==> src/inc/mtr_pkg.sv <==
// Purpose: constants shared by the traffic regulation block
// Assumes: 32-bit classic wishbone, byte addresses
// Notes: field positions are bit numbers inside their register
package mtr_pkg;
  // register byte offsets
  localparam logic [7:0] FLOW_CTRL_OFS = 8'h00;
  localparam logic [7:0] COMMAND_REGISTER_THREE_OFS = 8'h04;
  localparam logic [7:0] CONTROL_REGISTER_TWO_OFS = 8'h08;
  localparam logic [7:0] PAUSE_LEN_OFS = 8'h0c;
  localparam logic [7:0] STATUS_OFS = 8'h10;
  localparam logic [7:0] BP_COUNT_OFS = 8'h14;
  // flow control register fields
  localparam int SW_CMD_BIT = 16;
  localparam int PIN_EN_BIT = 17;
  localparam int FIXED_LENGTH_PAUSE_BIT = 18;
  localparam int NPA_BIT = 19;
  localparam int FPA_BIT = 20;
  // command register three fields
  localparam int PORT_MANAGER_DISABLE_BIT = 14;
  localparam int FORCED_FULL_DUPLEX_BIT = 12;
  localparam int FORCE_LINK_BIT = 11;
  // control register two field
  localparam int FORCE_SPEED_LSB = 16;
  // status register fields
  localparam int ST_PENDING_BIT = 0;
  localparam int ST_PAUSED_BIT = 1;
  localparam int ST_BP_BIT = 2;
  localparam int ST_FD_BIT = 3;
  localparam int ST_LINK_BIT = 4;
  localparam int ST_RESP_BIT = 5;
  // reset values
  localparam logic [31:0] FLOW_CTRL_RST = 32'h0000_0000;
  localparam logic [31:0] COMMAND_REGISTER_THREE_RST = 32'h0000_0000;
  localparam logic [2:0] FORCE_SPEED_RST = 3'h0;
  localparam logic [15:0] PAUSE_LEN_RST = 16'h0000;
  // pause frame layout
  localparam logic [47:0] PAUSE_DA = 48'h0180_c200_0001;
  localparam logic [15:0] PAUSE_TYPE = 16'h8808;
  localparam logic [15:0] PAUSE_OPCODE = 16'h0001;
  localparam logic [15:0] PAUSE_XOFF = 16'hffff;
  localparam logic [15:0] PAUSE_XON = 16'h0000;
  localparam logic [6:0] FRAME_BODY_BYTES = 7'h3c;
  localparam logic [6:0] FCS_BYTES = 7'h04;
  // phantom frame: alternating ones and zeros
  localparam int PHANTOM_BITS = 568;
  localparam logic [6:0] PHANTOM_BYTES = 7'(PHANTOM_BITS / 8);
  localparam logic [7:0] PHANTOM_PATTERN = 8'h55;
  localparam logic [31:0] CRC_INIT = 32'hffff_ffff;
  localparam logic [31:0] CRC_POLY = 32'hedb8_8320;
endpackage : mtr_pkg

==> src/rtl/mtr_traffic_reg.sv <==
// Purpose: traffic regulation of a 10/100 mac (pause frames, back pressure)
// Assumes: one clock, inputs synchronous, classic wishbone slave
// Notes: emits pause and phantom frames as a byte stream to the tx path
// Behaviour
// - forced bits apply when port manager disabled
// - pause in full duplex, back pressure half
// - pause frame carries fixed fields and fcs
// - pause operand sent most significant byte first
// - received pause waits for current frame end
// - back pressure from command or enabled pin
// - matching receive start sends 568-bit phantom
// - back pressure never disturbs own transmission
// - each forced collision bumps counter
// - half duplex ignores received pause frames
// - fixed_length_pause clear: xoff ffff then xon zero
// - fixed_length_pause set: single frame with length register
// - pin ignored while pin enable clear
// - half duplex pin level drives back pressure
// - fixed_length_pause pin: rise sends length, fall nothing
// - xon/xoff pin: rise ffff, fall zero
// - half duplex command bit drives back pressure
// - full duplex command edges send pauses
// - fixed_length_pause clears command bit after trigger
// - pause response forced or negotiated
// - new pause reloads running pause timer
`timescale 1ns/1ps
module mtr_traffic_reg (
  // clock and reset
  input wire logic core_clk_i,
  input wire logic reset_i,
  // wishbone slave
  input wire logic wb_cyc_i,
  input wire logic wb_stb_i,
  input wire logic wb_we_i,
  input wire logic [7:0] wb_adr_i,
  input wire logic [3:0] wb_sel_i,
  input wire logic [31:0] wb_dat_i,
  output logic [31:0] wb_dat_o,
  output logic wb_ack_o,
  // external flow control and station
  input wire logic flow_control_pin_i,
  input wire logic [47:0] station_addr_i,
  // port manager results
  input wire logic an_full_duplex_i,
  input wire logic an_link_i,
  input wire logic [2:0] an_speed_i,
  input wire logic an_partner_pause_i,
  // mac tx and rx status
  input wire logic tx_busy_i,
  input wire logic rx_start_i,
  input wire logic rx_pause_i,
  input wire logic [15:0] rx_pause_operand_i,
  input wire logic slot_tick_i,
  // generated frame byte stream
  output logic [7:0] tx_byte_o,
  output logic tx_valid_o,
  output logic tx_last_o,
  output logic tx_phantom_o,
  input wire logic tx_ready_i,
  // mac configuration and hold
  output logic full_duplex_o,
  output logic link_pass_o,
  output logic [2:0] speed_o,
  output logic tx_hold_o
);

  // sender states
  typedef enum logic [1:0] {
    ST_IDLE,
    ST_BODY,
    ST_FCS,
    ST_PHANTOM
  } mtr_state_t;

  // every flip-flop of the block
  typedef struct packed {
    logic [31:0] flow;
    logic [31:0] command_register_three;
    logic [2:0] fspeed;
    logic [15:0] plen;
    logic [31:0] bp_cnt;
    logic [31:0] rdat;
    logic ack;
    logic pin;
    logic pend;
    logic [15:0] pend_op;
    logic [15:0] op;
    mtr_state_t st;
    logic [6:0] idx;
    logic [31:0] crc;
    logic [15:0] pause_cnt;
    logic hold;
  } mtr_regs_t;

  mtr_regs_t q;
  mtr_regs_t d;

  // byte-lane write merge
  function automatic logic [31:0] mtr_merge(input logic [31:0] old,
                                            input logic [31:0] dat,
                                            input logic [3:0] sel);
    logic [31:0] res;
    res = old;
    for (int i = 0; i < 4; i++)
    begin
      if (sel[i])
      begin
        res[i*8 +: 8] = dat[i*8 +: 8];
      end
    end
    return res;
  endfunction : mtr_merge

  // reflected crc32 over one octet
  function automatic logic [31:0] mtr_crc(input logic [31:0] c,
                                          input logic [7:0] b);
    logic [31:0] r;
    r = c;
    for (int i = 0; i < 8; i++)
    begin
      if (r[0] ^ b[i])
      begin
        r = (r >> 1) ^ mtr_pkg::CRC_POLY;
      end
      else
      begin
        r = r >> 1;
      end
    end
    return r;
  endfunction : mtr_crc

  // pause frame octet by index
  function automatic logic [7:0] mtr_octet(input logic [6:0] i,
                                           input logic [47:0] sa,
                                           input logic [15:0] op);
    logic [7:0] b;
    b = 8'h00; // pad octets are zero
    if (i < 7'h06)
    begin
      b = mtr_pkg::PAUSE_DA[8'(47 - 8*i) -: 8];
    end
    else if (i < 7'h0c)
    begin
      b = sa[8'(47 - 8*(i - 7'h06)) -: 8];
    end
    else
    begin
      case (i)
        7'h0c: b = mtr_pkg::PAUSE_TYPE[15:8];
        7'h0d: b = mtr_pkg::PAUSE_TYPE[7:0];
        7'h0e: b = mtr_pkg::PAUSE_OPCODE[15:8];
        7'h0f: b = mtr_pkg::PAUSE_OPCODE[7:0];
        7'h10: b = op[15:8];
        7'h11: b = op[7:0];
        default: b = 8'h00;
      endcase
    end
    return b;
  endfunction : mtr_octet

  // decoded control bits
  logic sw_cmd;
  logic pin_en;
  logic fixed_length_pause;
  logic port_manager_disable;
  logic fd;
  logic bp_en;
  logic resp_en;
  logic wr;
  logic rd_go;
  logic pin_rise;
  logic pin_fall;
  logic cmd_new;
  logic fix_new;
  logic trig;
  logic [15:0] trig_op;
  logic [31:0] fcs;

  // configuration and triggers
  always_comb
  begin
    sw_cmd = q.flow[mtr_pkg::SW_CMD_BIT];
    pin_en = q.flow[mtr_pkg::PIN_EN_BIT];
    fixed_length_pause = q.flow[mtr_pkg::FIXED_LENGTH_PAUSE_BIT];
    port_manager_disable = q.command_register_three[mtr_pkg::PORT_MANAGER_DISABLE_BIT];
    // forced settings replace negotiated ones
    fd = port_manager_disable ? q.command_register_three[mtr_pkg::FORCED_FULL_DUPLEX_BIT] : an_full_duplex_i;
    // pin is dead while its enable is clear
    bp_en = !fd && (sw_cmd || (pin_en && flow_control_pin_i));
    resp_en = fd && (q.flow[mtr_pkg::FPA_BIT]
              || (q.flow[mtr_pkg::NPA_BIT] && an_partner_pause_i));
    // a write lands at the edge where the master sees ack high
    wr = wb_cyc_i && wb_stb_i && wb_we_i && q.ack;
    rd_go = wb_cyc_i && wb_stb_i && !q.ack;
    pin_rise = pin_en && flow_control_pin_i && !q.pin;
    pin_fall = pin_en && !flow_control_pin_i && q.pin;
    cmd_new = sw_cmd;
    fix_new = fixed_length_pause;
    if (wr && wb_adr_i == mtr_pkg::FLOW_CTRL_OFS && wb_sel_i[2])
    begin
      cmd_new = wb_dat_i[mtr_pkg::SW_CMD_BIT];
      fix_new = wb_dat_i[mtr_pkg::FIXED_LENGTH_PAUSE_BIT];
    end
    fcs = ~q.crc;
  end

  // pause triggers, full duplex only
  always_comb
  begin
    trig = 1'b0;
    trig_op = mtr_pkg::PAUSE_XON;
    if (fd)
    begin
      if (pin_rise || (cmd_new && !sw_cmd))
      begin
        trig = 1'b1;
        trig_op = fix_new ? q.plen : mtr_pkg::PAUSE_XOFF;
      end
      else if (!fix_new && (pin_fall || (!cmd_new && sw_cmd)))
      begin
        trig = 1'b1;
        trig_op = mtr_pkg::PAUSE_XON;
      end
    end
  end

  // next state of everything
  always_comb
  begin
    d = q;
    d.pin = flow_control_pin_i;
    d.ack = rd_go;
    // register writes
    if (wr)
    begin
      case (wb_adr_i)
        mtr_pkg::FLOW_CTRL_OFS: d.flow = mtr_merge(q.flow, wb_dat_i, wb_sel_i);
        mtr_pkg::COMMAND_REGISTER_THREE_OFS: d.command_register_three = mtr_merge(q.command_register_three, wb_dat_i, wb_sel_i);
        mtr_pkg::CONTROL_REGISTER_TWO_OFS:
        begin
          if (wb_sel_i[2])
          begin
            d.fspeed = wb_dat_i[mtr_pkg::FORCE_SPEED_LSB +: 3];
          end
        end
        mtr_pkg::PAUSE_LEN_OFS:
        begin
          d.plen = 16'(mtr_merge({16'h0000, q.plen}, wb_dat_i, wb_sel_i));
        end
        default: d.rdat = d.rdat; // read-only or unmapped: ignored
      endcase
    end
    // fixed length command clears itself once triggered
    if (fd && fix_new && cmd_new)
    begin
      d.flow[mtr_pkg::SW_CMD_BIT] = 1'b0;
    end
    // latest trigger wins the pending slot
    if (trig)
    begin
      d.pend = 1'b1;
      d.pend_op = trig_op;
    end
    // duplex change drops a stale pause request
    if (!fd)
    begin
      d.pend = 1'b0;
    end
    // frame sender
    case (q.st)
      ST_IDLE:
      begin
        // own frame in flight is never cut short
        if (!tx_busy_i && q.pend && fd)
        begin
          d.pend = trig;
          d.op = q.pend_op;
          d.idx = 7'h00;
          d.crc = mtr_pkg::CRC_INIT;
          d.st = ST_BODY;
        end
        else if (!tx_busy_i && rx_start_i && bp_en)
        begin
          d.idx = 7'h00;
          d.st = ST_PHANTOM;
          d.bp_cnt = q.bp_cnt + 32'h1;
        end
      end
      ST_BODY:
      begin
        if (tx_ready_i)
        begin
          d.crc = mtr_crc(q.crc, mtr_octet(q.idx, station_addr_i, q.op));
          d.idx = q.idx + 7'h01;
          if (q.idx == mtr_pkg::FRAME_BODY_BYTES - 7'h01)
          begin
            d.idx = 7'h00;
            d.st = ST_FCS;
          end
        end
      end
      ST_FCS:
      begin
        if (tx_ready_i)
        begin
          d.idx = q.idx + 7'h01;
          if (q.idx == mtr_pkg::FCS_BYTES - 7'h01)
          begin
            d.st = ST_IDLE;
          end
        end
      end
      ST_PHANTOM:
      begin
        if (tx_ready_i)
        begin
          d.idx = q.idx + 7'h01;
          if (q.idx == mtr_pkg::PHANTOM_BYTES - 7'h01)
          begin
            d.st = ST_IDLE;
          end
        end
      end
      default: d.st = ST_IDLE;
    endcase
    // received pause: reload timer, ignored in half duplex
    if (rx_pause_i && resp_en)
    begin
      d.pause_cnt = rx_pause_operand_i;
    end
    else if (slot_tick_i && q.pause_cnt != 16'h0000 && q.hold)
    begin
      d.pause_cnt = q.pause_cnt - 16'h0001;
    end
    // hold starts only between frames
    if (d.pause_cnt == 16'h0000 || !resp_en)
    begin
      d.hold = 1'b0;
    end
    else if (!tx_busy_i)
    begin
      d.hold = 1'b1;
    end
    // registered read data
    if (rd_go && !wb_we_i)
    begin
      case (wb_adr_i)
        mtr_pkg::FLOW_CTRL_OFS: d.rdat = q.flow;
        mtr_pkg::COMMAND_REGISTER_THREE_OFS: d.rdat = q.command_register_three;
        mtr_pkg::CONTROL_REGISTER_TWO_OFS: d.rdat = {13'h0000, q.fspeed, 16'h0000};
        mtr_pkg::PAUSE_LEN_OFS: d.rdat = {16'h0000, q.plen};
        mtr_pkg::STATUS_OFS:
        begin
          d.rdat = 32'h0000_0000;
          d.rdat[mtr_pkg::ST_PENDING_BIT] = q.pend || q.st == ST_BODY
                                            || q.st == ST_FCS;
          d.rdat[mtr_pkg::ST_PAUSED_BIT] = q.hold;
          d.rdat[mtr_pkg::ST_BP_BIT] = bp_en;
          d.rdat[mtr_pkg::ST_FD_BIT] = fd;
          d.rdat[mtr_pkg::ST_LINK_BIT] = link_pass_o;
          d.rdat[mtr_pkg::ST_RESP_BIT] = resp_en;
        end
        mtr_pkg::BP_COUNT_OFS: d.rdat = q.bp_cnt;
        default: d.rdat = 32'h0000_0000;
      endcase
    end
  end

  // state register
  always_ff @(posedge core_clk_i or posedge reset_i)
  begin
    if (reset_i)
    begin
      q.flow <= mtr_pkg::FLOW_CTRL_RST;
      q.command_register_three <= mtr_pkg::COMMAND_REGISTER_THREE_RST;
      q.fspeed <= mtr_pkg::FORCE_SPEED_RST;
      q.plen <= mtr_pkg::PAUSE_LEN_RST;
      q.bp_cnt <= 32'h0000_0000;
      q.rdat <= 32'h0000_0000;
      q.ack <= 1'b0;
      q.pin <= 1'b0;
      q.pend <= 1'b0;
      q.pend_op <= 16'h0000;
      q.op <= 16'h0000;
      q.st <= ST_IDLE;
      q.idx <= 7'h00;
      q.crc <= mtr_pkg::CRC_INIT;
      q.pause_cnt <= 16'h0000;
      q.hold <= 1'b0;
    end
    else
    begin
      q <= d;
    end
  end

  // outputs
  always_comb
  begin
    wb_ack_o = q.ack;
    wb_dat_o = q.rdat;
    full_duplex_o = fd;
    // forced link status puts the mac straight into link pass
    link_pass_o = port_manager_disable ? q.command_register_three[mtr_pkg::FORCE_LINK_BIT] : an_link_i;
    speed_o = port_manager_disable ? q.fspeed : an_speed_i;
    tx_hold_o = q.hold;
    tx_valid_o = q.st != ST_IDLE;
    tx_phantom_o = q.st == ST_PHANTOM;
    tx_byte_o = 8'h00;
    tx_last_o = 1'b0;
    case (q.st)
      ST_BODY: tx_byte_o = mtr_octet(q.idx, station_addr_i, q.op);
      ST_FCS:
      begin
        tx_byte_o = fcs[8*q.idx[1:0] +: 8];
        tx_last_o = q.idx == mtr_pkg::FCS_BYTES - 7'h01;
      end
      ST_PHANTOM:
      begin
        tx_byte_o = mtr_pkg::PHANTOM_PATTERN;
        tx_last_o = q.idx == mtr_pkg::PHANTOM_BYTES - 7'h01;
      end
      default: tx_byte_o = 8'h00;
    endcase
  end

endmodule : mtr_traffic_reg

==> config.mk <==
export PLATFORM = sky130hd
export DESIGN_NAME = mtr_traffic_reg
export DESIGN_NICKNAME = d
export VERILOG_FILES = /design/src/inc/mtr_pkg.sv /design/src/rtl/mtr_traffic_reg.sv
export SDC_FILE = /design/constraint.sdc
export NUM_CORES = 1
export LEC_CHECK = 0
export ABC_AREA = 1
export BUFFER_PORTS_ARGS = -buffer_cell sky130_fd_sc_hd__buf_4
export CORE_MARGIN = 3
export CORE_UTILIZATION = 40
export CTS_CLUSTER_SIZE = 24
export DETAILED_ROUTE_END_ITERATION = 8
export GPL_TIMING_DRIVEN = 0
export SYNTH_ARGS = -nofsm -noshare
export SYNTH_HDL_FRONTEND = slang
export SYNTH_SLANG_ARGS = --single-unit
==> constraint.sdc <==
create_clock -name core_clk_i -period 15.03 [get_ports core_clk_i]
set_input_delay 1.503 -clock core_clk_i [delete_from_list [all_inputs] [get_ports core_clk_i]]
set_output_delay 1.503 -clock core_clk_i [all_outputs]
set_load 0.01 [all_outputs]
==> results of run 1 <==
[metrics by stage]
step / total power, mW / util, % / setup slack [ps] / std cells / instance area (sq um)
floorplan: 1.703 / - / 6992 / 1803 / 13740
global placement: 2.023 / 46.32 / 3975 / 2425 / 15610
detailed placement: 2.042 / 46.43 / 10340 / 2426 / 15650
CTS: 2.762 / 49.29 / 9719 / 2478 / 16610
global route: 2.956 / 49.29 / 9536 / 2478 / 16610
finish: 2.756 / 49.30 / 9737 / 2479 / 16610
[metal layers]
metal	up-vias	GRT usage [%]	wire length (um)
met5	-	0	0
met4	0	6.548	1168
met3	69	3.539	2375
met2	359	37.40	19270
met1	5930	31.39	19250
li1	6201	-	-
[where the power goes]
part	internal (mW)	leakage [nW]	switching [mW]	total (mW)
clock	0.423	0.461	0.288	0.711
sequential	0.758	3.08	0.0702	0.829
combinational	0.407	4.90	0.810	1.22
[Yosys cell counts (8+ instances only)]
library cell	count
nand2_1	508
nand4_1	13
o22ai_1	35
nand2_2	23
inv_1	220
inv_2	10
ha_1	13
nor3_1	26
dfstp_2	32
nand2_4	8
xor2_1	61
nor2_1	121
o211ai_1	10
dfrtp_1	208
a21oi_1	35
clkbuf_1	38
buf_4	34
o21ai_0	176
nand3_1	93
a221oi_1	20
[how the worst max path moves through the flow]
stage	depth (start not counted)	slack, ps	startpoint	end
2_1_floorplan	1	6990	reset_i	fixed_length_pause$_DFFE_PP0P_
5_1_grt	13	9540	q[49]$_DFFE_PP0P_	tx_byte_o[2]
3_3_place_gp	2	3970	reset_i	q[236]$_DFFE_PP0P_
4_1_cts	13	9720	q[49]$_DFFE_PP0P_	tx_byte_o[6]
3_5_place_dp	13	10340	q[49]$_DFFE_PP0P_	tx_byte_o[6]
6_report	13	9740	q[49]$_DFFE_PP0P_	tx_byte_o[6]
[flip-flops by register name (all words and copies together), names as in the netlist]
signal and count:
q 203, wb_dat_o 32, fixed_length_pause 1, pin_en 1
port_manager_disable 1, tx_hold_o 1, wb_ack_o 1
[worst register-to-register path: cells and delay by family, from the launching register on]
family | cells | cell delay [ps]
adder cells (fa/ha/maj) | 1 | 260
flip-flops | 1 | 490
buffers and inverters | 3 | 1030
XOR/XNOR | 2 | 560
AO/OA/AOI/OAI | 2 | 300
AND/OR/NAND/NOR | 9 | 1320
[final cells by class]
class	instances	area [sq um]
Fill cell	3383	17090
Buffer	82	467.9
Clock buffer	41	799.5
Timing Repair Buffer	175	1334
Sequential cell	240	6046
Clock inverter	11	166.4
Antenna cell	1	2.502
Inverter	238	903.4
Multi-Input combinational cell	1243	6335
Tap cell	448	560.5
[cell families (layout without fill, tap and decap cells)]
| logic type | count (synthesis) | after routing | share of synthesized area, % |
|---|---|---|---|
| adders and majority gates | 13 | 13 | 1.183 |
| AOI/OAI and AO/OA | 330 | 330 | 14.26 |
| xor gates and xnor gates | 71 | 71 | 4.688 |
| buffers and inverters | 320 | 547 | 9.923 |
| other | 0 | 1 | 0 |
| DFF | 240 | 240 | 43.99 |
| and+or+nand+nor | 829 | 829 | 25.96 |
==> summary.txt, run 1 <==
Worst setup path
  • Worst r2r src: q[49]$_DFFE_PP0P_
  • RR Endpoint: q[41]$_DFFE_PP1P_
  • Worst path bufs/invs: 4
  • Crit-path cells: inv_2 > buf_2 > buf_1 > ha_1 > nand2_1 > nor3_1 > nand2_1 > nand2_1 > nor2_1 > o21ai_1 > nand2_1 > o221ai_1 > buf_4
  • Critical Path RT: 13,530 ps
  • Worst setup EP type: output port
  • Critical Path Start Type: register
  • Crit path DAT: 3790 ps
  • Largest delay share family, worst path: buffers and inverters
  • CP max stage cell: buf_1
  • CP max FO: 11
  • Most frequent CP cell: nand2_1
  • Worst path max stage delay: 580 ps
  • Critical path type: register to output port
  • Worst R2R Setup Slack: 10,990 ps
  • R2R depth: 17

Routing
  • Routed WL: ~42,000 um
  • Routed len/inst: approximately 17 um
  • Post-route ant nets: 0
  • Routed vias/inst: 5.066
  • # DRC: 0
  • Initial drt markers: 845
  • Total number of vias: 12,560
  • Drt pass-1 iters: 5

STA
  • Fmax: 0.1889 GHz
  • Setup Skew: 18.38 ps
  • Final setup TNS: 0 ps
  • Final Hold Vio Count: 0
  • Final Max Slew Viols: 0
  • Final worst path period share: 35.22%
  • Worst relative slew slack: 39.06%
  • Min cycle time layout: 5293 ps
  • Setup violations, final: 0
  • Worst Hold Slack: 470.0 ps
  • RSZ-0062 raised after global routing: false
  • Worst slew pin tran: 909.1 ps

Clock tree
  • Clk_lat worst skew: 570 ps
  • Cts hold-fix bufs: 0
  • Max clock buf depth: 3
  • Total setup buffers inserted after CTS: 0
  • Clock root buffer: clkbuf_16
  • Clock Pin Slew Worst Setup and Hold Paths: 70 ps
  • CTS tree: built
  • CTS H-tree lvls: 1
  • CTS sink cnt: 240
  • Cts bufs inserted: 28
  • Post-CTS Resized: 0

Floorplan
  • Die ar.: around 37,000 sq um
  • Row count: 67
  • Core box area: 33,700 sq um
  • Die Span Y: roughly 190 um
  • Die width: 191.4 um
  • Starting Density: about 40%
  • I/O pins: 175

Yosys
  • Synth warnings: 0
  • Seq cells post-synth: 240
  • Gate Count Post-Synth: 1,803
  • Async SR Flop Fraction: between 90% and 100%
  • Synthesized net count: 1,941
  • Yosys top cell area share: 37.87%
  • Synthesized area: 13,740 sq um
  • Post-synth top area cell: dfrtp_1
  • Cell variety after synth: 57
  • Number of enable flip-flop cells after synthesis: 0
  • Top post-synthesis cells by area: dfrtp_1, nand2_1, o21ai_0
  • Sequential cell area fraction in the yosys report: a little over two fifths
  • Predominant post-synthesis flop cell: dfrtp_1
  • Syn_area_per_cell: 7.623 sq um

Worst hold path
  • Worst hold path class: register to register
  • Hold path depth: 1
  • Min-delay src: wb_ack_o$_DFF_PP0_
  • Min-Delay Endpoint: wb_ack_o$_DFF_PP0_

Placement
  • Port Buffers: about 170
  • RePlAce Congestion: 0.8911
  • Detailed Place HPWL: 30,980 um

Finish
  • Area Growth Syn to Fin: 20.88%
  • Fin nets: 2,146
  • Most common cell after layout, fill and taps aside: nand2_1
  • Fraction of layout cells with a size suffix above 1: a little under a fifth
  • Commonest cells after routing, fill and taps aside: nand2_1, inv_1, buf_4, dfrtp_1, o21ai_0

GRT
  • Grt ovf: 0
  • Overall Global Routing Usage: 22.83%
  • Largest net degree at the start of global routing: between 100 and 150
  • Number of global-route vias before repair: 12,440
  • First-pass GRT wire length: 66,790 um
  • Initial antenna violation count: 0

Power and ir drop
  • VDD IR-drop max: a little under 90 uV
  • Cell Pwr Density: between 150 and 200 nW/um^2
  • Pleak: 8.440 nW

Outcome
  • Status: complete, no violations

Flow run
  • Number of max-cap violations: 0
No activity file was read; power rests on OpenSTA's default activity.
==> run 2, diff against run 1 <==
Clock period 15.03 ns to 5.4 ns, I/O delays scaled along.
==> run 2 against run 1 <==
Net effect:
- global-route usage is 0.24 points lower
- critical endpoint is now tx_byte_o[5]
- largest power group unchanged
- register-to-register slack worse by 9600 ps
- largest cell class unchanged
- via count is essentially flat
==> summary.txt, run 2 (same netlist as run 1, synthesis figures left out) <==
STA
  • Worst relative slew slack: 39.59%
  • Min cycle time layout: 4268 ps
  • RSZ-0062 raised after global routing: false
  • Final worst path period share: 79.05%
  • Setup Skew: ~29 ps
  • Worst slew pin tran: 901.3 ps
  • Final Max Slew Viols: 0
  • Final Hold Vio Count: 0
  • Fmax: 0.2343 GHz
  • Setup violations, final: 0
  • Final setup TNS: 0 ps

Placement
  • Placed insts: around 2,400
  • Detailed Place HPWL: 31,590 um
  • Post-placement cell area: 15,740 sq um
  • Port Buffers: 174
  • RePlAce Congestion: 0.8900

Finish
  • Top reg by flops: q
  • Commonest cells after routing, fill and taps aside: nand2_1, inv_1, buf_4, dfrtp_1, o21ai_0
  • Finished Layout Cells: 2,483
  • Fin nets: 2,151
  • Max reg flops: 203
  • Most common cell after layout, fill and taps aside: nand2_1
  • Area Growth Syn to Fin: 21.50%
  • Final antenna diode count: 0
  • Fraction of layout cells with a size suffix above 1: a little under a fifth
  • Post-route cell area: 16,700 sq um
  • Core Util, Final: a little under 50%
  • FILL cells: 3,410

Clock tree
  • CTS sink cnt: 240
  • CTS H-tree lvls: 1
  • Total setup buffers inserted after CTS: 0
  • Clk_lat worst skew: about 560 ps
  • Clock root buffer: clkbuf_16
  • Post-CTS Resized: 0
  • Max clock buf depth: 3
  • Cts hold-fix bufs: 0
  • Clock Pin Slew Worst Setup and Hold Paths: 70 ps
  • Cts bufs inserted: 28
  • CTS tree: built

Flow run
  • Number of max-cap violations: 0

Worst setup path
  • Worst setup EP type: output port
  • RR Endpoint: q[41]$_DFFE_PP1P_
  • Critical Path Start Type: register
  • Critical Path RT: 4860 ps
  • CP Capture Point: tx_byte_o[5]
  • Worst r2r src: q[49]$_DFFE_PP0P_
  • CP max FO: 11
  • Worst path max stage delay: 590 ps
  • Crit-path cells: inv_2 > buf_2 > buf_1 > ha_1 > nand2_1 > nor3_1 > nand2_1 > nand3_1 > nand3_1 > o21ai_0 > buf_4
  • R2R depth: 17
  • Worst R2R Setup Slack: 1350 ps
  • Critical path type: register to output port
  • CP max stage cell: buf_1
  • Crit path DAT: 3730 ps
  • Worst setup path start: q[49]$_DFFE_PP0P_

Floorplan
  • Row count: 67
  • Starting Density: 40.78%
  • I/O pins: 175
  • Die ar.: approximately 37,000 sq um
  • Die Span Y: 191.4 um
  • Die width: 191.4 um
  • Core box area: 33,700 sq um

Routing
  • Initial drt markers: 868
  • Routed vias/inst: 5.055
  • Routed len/inst: about 17 um
  • Post-route ant nets: 0
  • Total number of vias: 12,550
  • Routed WL: 41,950 um
  • Drt pass-1 iters: 8
  • # DRC: 0

GRT
  • Initial antenna violation count: 0
  • Largest net degree at the start of global routing: between 40 and 50
  • First-pass GRT wire length: 66,030 um
  • Grt ovf: 0
  • Number of global-route vias before repair: ~12,000
  • Overall Global Routing Usage: around 23%

Worst hold path
  • Worst hold path class: primary input to register

Outcome
  • Status: complete, no violations

Power and ir drop
  • Sw power: 3.237 mW
  • Cell Pwr Density: roughly 460 nW/um^2
  • Pleak: approximately 8.5 nW
  • Combinational power share: 44.2%
  • Total power draw: 7.689 mW
  • Sequential share of power: 30.0%
  • Sw frac: approximately 42%
  • VDD IR-drop max: between 200 and 300 uV
  • Internal Pwr Total: 4.452 mW
  • Clock share of power: between 20 and 30%
[run 2: worst max-delay path, delay by kind of cell (launching register included)]
family / cells / cell delay, ps
buffers and inverters: 4 / 1220
AOI/OAI and AO/OA: 1 / 360
DFF: 1 / 490
adders and majority gates: 1 / 260
and+or+nand+nor: 5 / 860
[run 2: area by class of cell]
type / instances / area (sq um) / share of cell area, %
Buffer: 82 / 467.9 / 2.802
Clock buffer: 39 / 782.0 / 4.683
Clock inverter: 13 / 182.7 / 1.094
Inverter: 238 / 899.6 / 5.387
Multi-Input combinational cell: 1243 / 6335 / 37.93
Sequential cell: 240 / 6046 / 36.20
Tap cell: 448 / 560.5 / 3.357
Timing Repair Buffer: 180 / 1426 / 8.541
[run 2: per-stage QoR]
step,setup slack [ps],hold slack (ps)
global route,808.0,93.80
floorplan,1738,441.6
finish,1132,108.8
detailed placement,1396,461.6
global placement,106.6,455.3
CTS,1113,91.07
[run 2: worst min path at each step]
stage	cells past startpoint	startpoint	endpoint	slack, ps
after CTS	1	flow_control_pin_i	q[91]$_DFF_PP0_	90
after floorplan	1	q[127]$_DFFE_PP0P_	q[127]$_DFFE_PP0P_	440
after global routing	1	flow_control_pin_i	q[91]$_DFF_PP0_	90
after detailed placement	1	q[127]$_DFFE_PP0P_	q[127]$_DFFE_PP0P_	460
after global placement	1	wb_ack_o$_DFF_PP0_	wb_ack_o$_DFF_PP0_	460
final	1	flow_control_pin_i	q[91]$_DFF_PP0_	110
[run 2: power groups by stage]
stage / clock network (mW) / registers [mW] / logic [mW]
final: 1.99 / 2.31 / 3.40
after global routing: 2.10 / 2.33 / 3.80
after CTS: 2.02 / 2.30 / 3.38
after detailed placement: 0 / 2.33 / 3.36
after global placement: 0 / 2.33 / 3.30
after floorplan: 0 / 2.27 / 2.47
[run 2: layer usage]
metal  part of all wire (%)  track usage (%)  vias to the layer above
met5                      0                0                        -
met4                    2.4            5.560                        0
met3                    5.7            2.512                       65
met2                     46            36.97                      367
met1                     46            32.09                     5911
li1                       -                -                     6209
==> run 3, diff against run 2 <==
Clock period 5.4 ns to 3.75 ns, I/O delays scaled along.
==> run 3 against run 2 <==
Net effect:
- global-route usage barely moved
- sequential share of layout area is 0.073 points lower
- combinational power is 44% higher
- largest cell class unchanged
- largest power group unchanged
- design area rose by 0.20%
- via count increased by 0.25%
- first-iteration DRC count grew 0.92%
- die area unchanged
- count of clock-buffer cells in the layout stayed put
- non-clock buffer count up 1
- clock skew barely moved
==> summary.txt, run 3 (same netlist as run 1, synthesis figures left out) <==
Routing
  • Initial drt markers: 876
  • Routed WL: approximately 42,000 um
  • Routed vias/inst: 5.066
  • Post-route ant nets: 0
  • # DRC: 0
  • Total number of vias: 12,580
  • Drt pass-1 iters: 8
  • Routed len/inst: 16.88 um

Clock tree
  • Clk_lat worst skew: roughly 560 ps
  • Cts bufs inserted: 28
  • CTS tree: built
  • Total setup buffers inserted after CTS: 0
  • CTS sink cnt: 240
  • CTS H-tree lvls: 1
  • Clock Pin Slew Worst Setup and Hold Paths: around 70 ps
  • Clock root buffer: clkbuf_16
  • Max clock buf depth: 3

STA
  • RSZ-0062 raised after global routing: false
  • Setup Skew: between 20 and 30 ps
  • Final Hold Vio Count: 0
  • Final Max Slew Viols: 0
  • Final setup TNS: 0 ps
  • Worst slew pin tran: 883.2 ps
  • Min cycle time layout: ~3500 ps
  • Final worst path period share: 92.51%
  • Fmax: 0.2883 GHz
  • Setup violations, final: 0
  • Worst relative slew slack: 40.80%
  • Worst Setup Slack, final: 280.8 ps

Placement
  • RePlAce Congestion: 0.8900
  • Port Buffers: 174
  • Worst slack, placed: -254.4 ps
  • Detailed Place HPWL: 31,590 um

GRT
  • Number of global-route vias before repair: 12,120
  • First-pass GRT wire length: 65,920 um
  • Initial antenna violation count: 0
  • Largest net degree at the start of global routing: 41
  • Grt ovf: 0
  • Overall Global Routing Usage: 22.55%

Worst setup path
  • Worst setup path start: q[50]$_DFFE_PP0P_
  • Worst path bufs/invs: 5
  • Worst path max stage delay: 400 ps
  • Crit-path cells: buf_4 > inv_4 > ha_1 > inv_1 > nand2_1 > inv_1 > nor2_2 > nand2_1 > nand2_2 > nor2_4 > nand2_1 > nand2_1 > nand3_1 > o21ai_1 > buf_4
  • Critical Path RT: 3380 ps
  • Crit path DAT: 3090 ps
  • Worst r2r src: q[50]$_DFFE_PP0P_
  • Most frequent CP cell: nand2_1
  • Worst setup EP type: output port
  • Largest delay share family, worst path: buffers and inverters
  • Critical path type: register to output port
  • CP max stage cell: dfrtp_1
  • CP max FO: 11
  • Critical Path Start Type: register

Finish
  • Max reg flops: 203
  • Area Growth Syn to Fin: 21.75%
  • Top reg by flops: q
  • Most common cell after layout, fill and taps aside: nand2_1
  • Commonest cells after routing, fill and taps aside: nand2_1, inv_1, buf_4, dfrtp_1, o21ai_0
  • Fraction of layout cells with a size suffix above 1: between 10% and 20%
  • Final antenna diode count: 0
  • Fin nets: 2,152

Power and ir drop
  • Clock share of power: 25.8%
  • Cell Pwr Density: 662.8 nW/um^2
  • Combinational power share: roughly 44%
  • VDD IR-drop max: 370.6 uV
  • Sw frac: between 40% and 50%
  • Sequential share of power: around 30%
  • Sw power: ~4.7 mW
  • Pleak: 8.500 nW
  • Internal Pwr Total: 6.417 mW

Floorplan
  • Row count: between 60 and 70
  • Die ar.: 36,620 sq um
  • Starting Density: 40.78%
  • Die Span Y: 191.4 um
  • Die width: about 190 um
  • I/O pins: 175
  • Core box area: 33,700 sq um

Worst hold path
  • Worst hold path class: primary input to register
  • Min-delay src: wb_dat_i[17]

Outcome
  • Status: complete, no violations

Flow run
  • Number of max-cap violations: 0
==> run 3: cell count changes in the layout (fill, tap and decap cells not counted) <==
cell,change
o21ai_0,-1
buf_1,-1
nor3_1,-1
dlygate4sd3_1,+2
buf_2,-1
nor2_4,+2
nor3_2,+1
o21ai_1,+1
nor2_2,-2
clkbuf_4,+1
==> run 3: layer usage <==
metal  GRT usage (%)  up-vias  wire [um]
met5               0        -          0
met4           5.617        0       1001
met3           2.512       67       2559
met2           36.77      380      19380
met1           32.13     5929      18990
li1                -     6208          -
==> run 3: cell type report <==
cell class / count / area (sq um)
plain buffers: 81 / 466.7
clock buffers: 39 / 782.0
clock inverters: 13 / 182.7
fillers: 3404 / 16970
inverters: 238 / 899.6
multi-input cells: 1243 / 6350
flip-flops and latches: 240 / 6046
well taps: 448 / 560.5
repair buffers: 182 / 1446
==> run 3: what timing repair did <==
| item | 4_1_cts | 5_1_grt |
|---|---|---|
| hold buffers | 2 | 0 |
| hold endpoints to repair | 9 | 0 |
| gates resized for setup | 0 | 5 |
| endpoints found under the setup margin | 24 | 17 |
==> run 3: path summary, 6_finish.rpt <==
| check | to | slack [ps] | cells after the start |
|---|---|---|---|
| worst max-delay path | tx_byte_o[5] | 280 | 15 |
| worst min-delay path | pin_en$_DFFE_PP0P_ | 50 | 3 |
| worst max register to register | q[41]$_DFFE_PP1P_ | 290 | 19 |
| worst min register to register | wb_ack_o$_DFF_PP0_ | 480 | 1 |
| max in group asynchronous | q[199]$_DFFE_PP0P_ | 2360 | 5 |
| min in group asynchronous | q[14]$_DFF_PP0_ | 540 | 3 |
==> run 3: power by group through the flow <==
stage / sequential (mW) / combinational (mW) / clock (mW)
after floorplan: 3.27 / 3.56 / 0
after global placement: 3.36 / 4.76 / 0
after detailed placement: 3.36 / 4.85 / 0
after CTS: 3.32 / 4.86 / 2.91
after global routing: 3.36 / 5.48 / 3.02
final: 3.32 / 4.91 / 2.86
==> run 3: worst reg2reg max path, cell delays in order (launching register included) <==
cell and delay [ps]:
dfrtp_1 400, buf_4 230, inv_4 130, ha_1 390, inv_1 140, nand2_1 100
inv_1 110, nor2_2 50, nand2_1 100, nand2_2 70, nor2_4 100, nand2_1 110
a21oi_1 250, nand2_1 130, nand2_4 150, xor2_1 380, nand2_1 130, nand2_1 130
xor2_1 190, a21oi_1 90
==> run 3: through the flow <==
| stage | cell area (sq um) | utilization (%) | std cells | hold slack, ps | power, mW |
|---|---|---|---|---|---|
| CTS | 16720 | 49.60 | 2484 | 30.79 | 11.09 |
| global route | 16730 | 49.65 | 2484 | 64.50 | 11.86 |
| finish | 16730 | 49.65 | 2484 | 46.76 | 11.09 |
| global placement | 15620 | 46.34 | 2425 | 455.3 | 8.112 |
| floorplan | 13750 | - | 1803 | 406.4 | 6.827 |
| detailed placement | 15740 | 46.69 | 2431 | 461.6 | 8.205 |
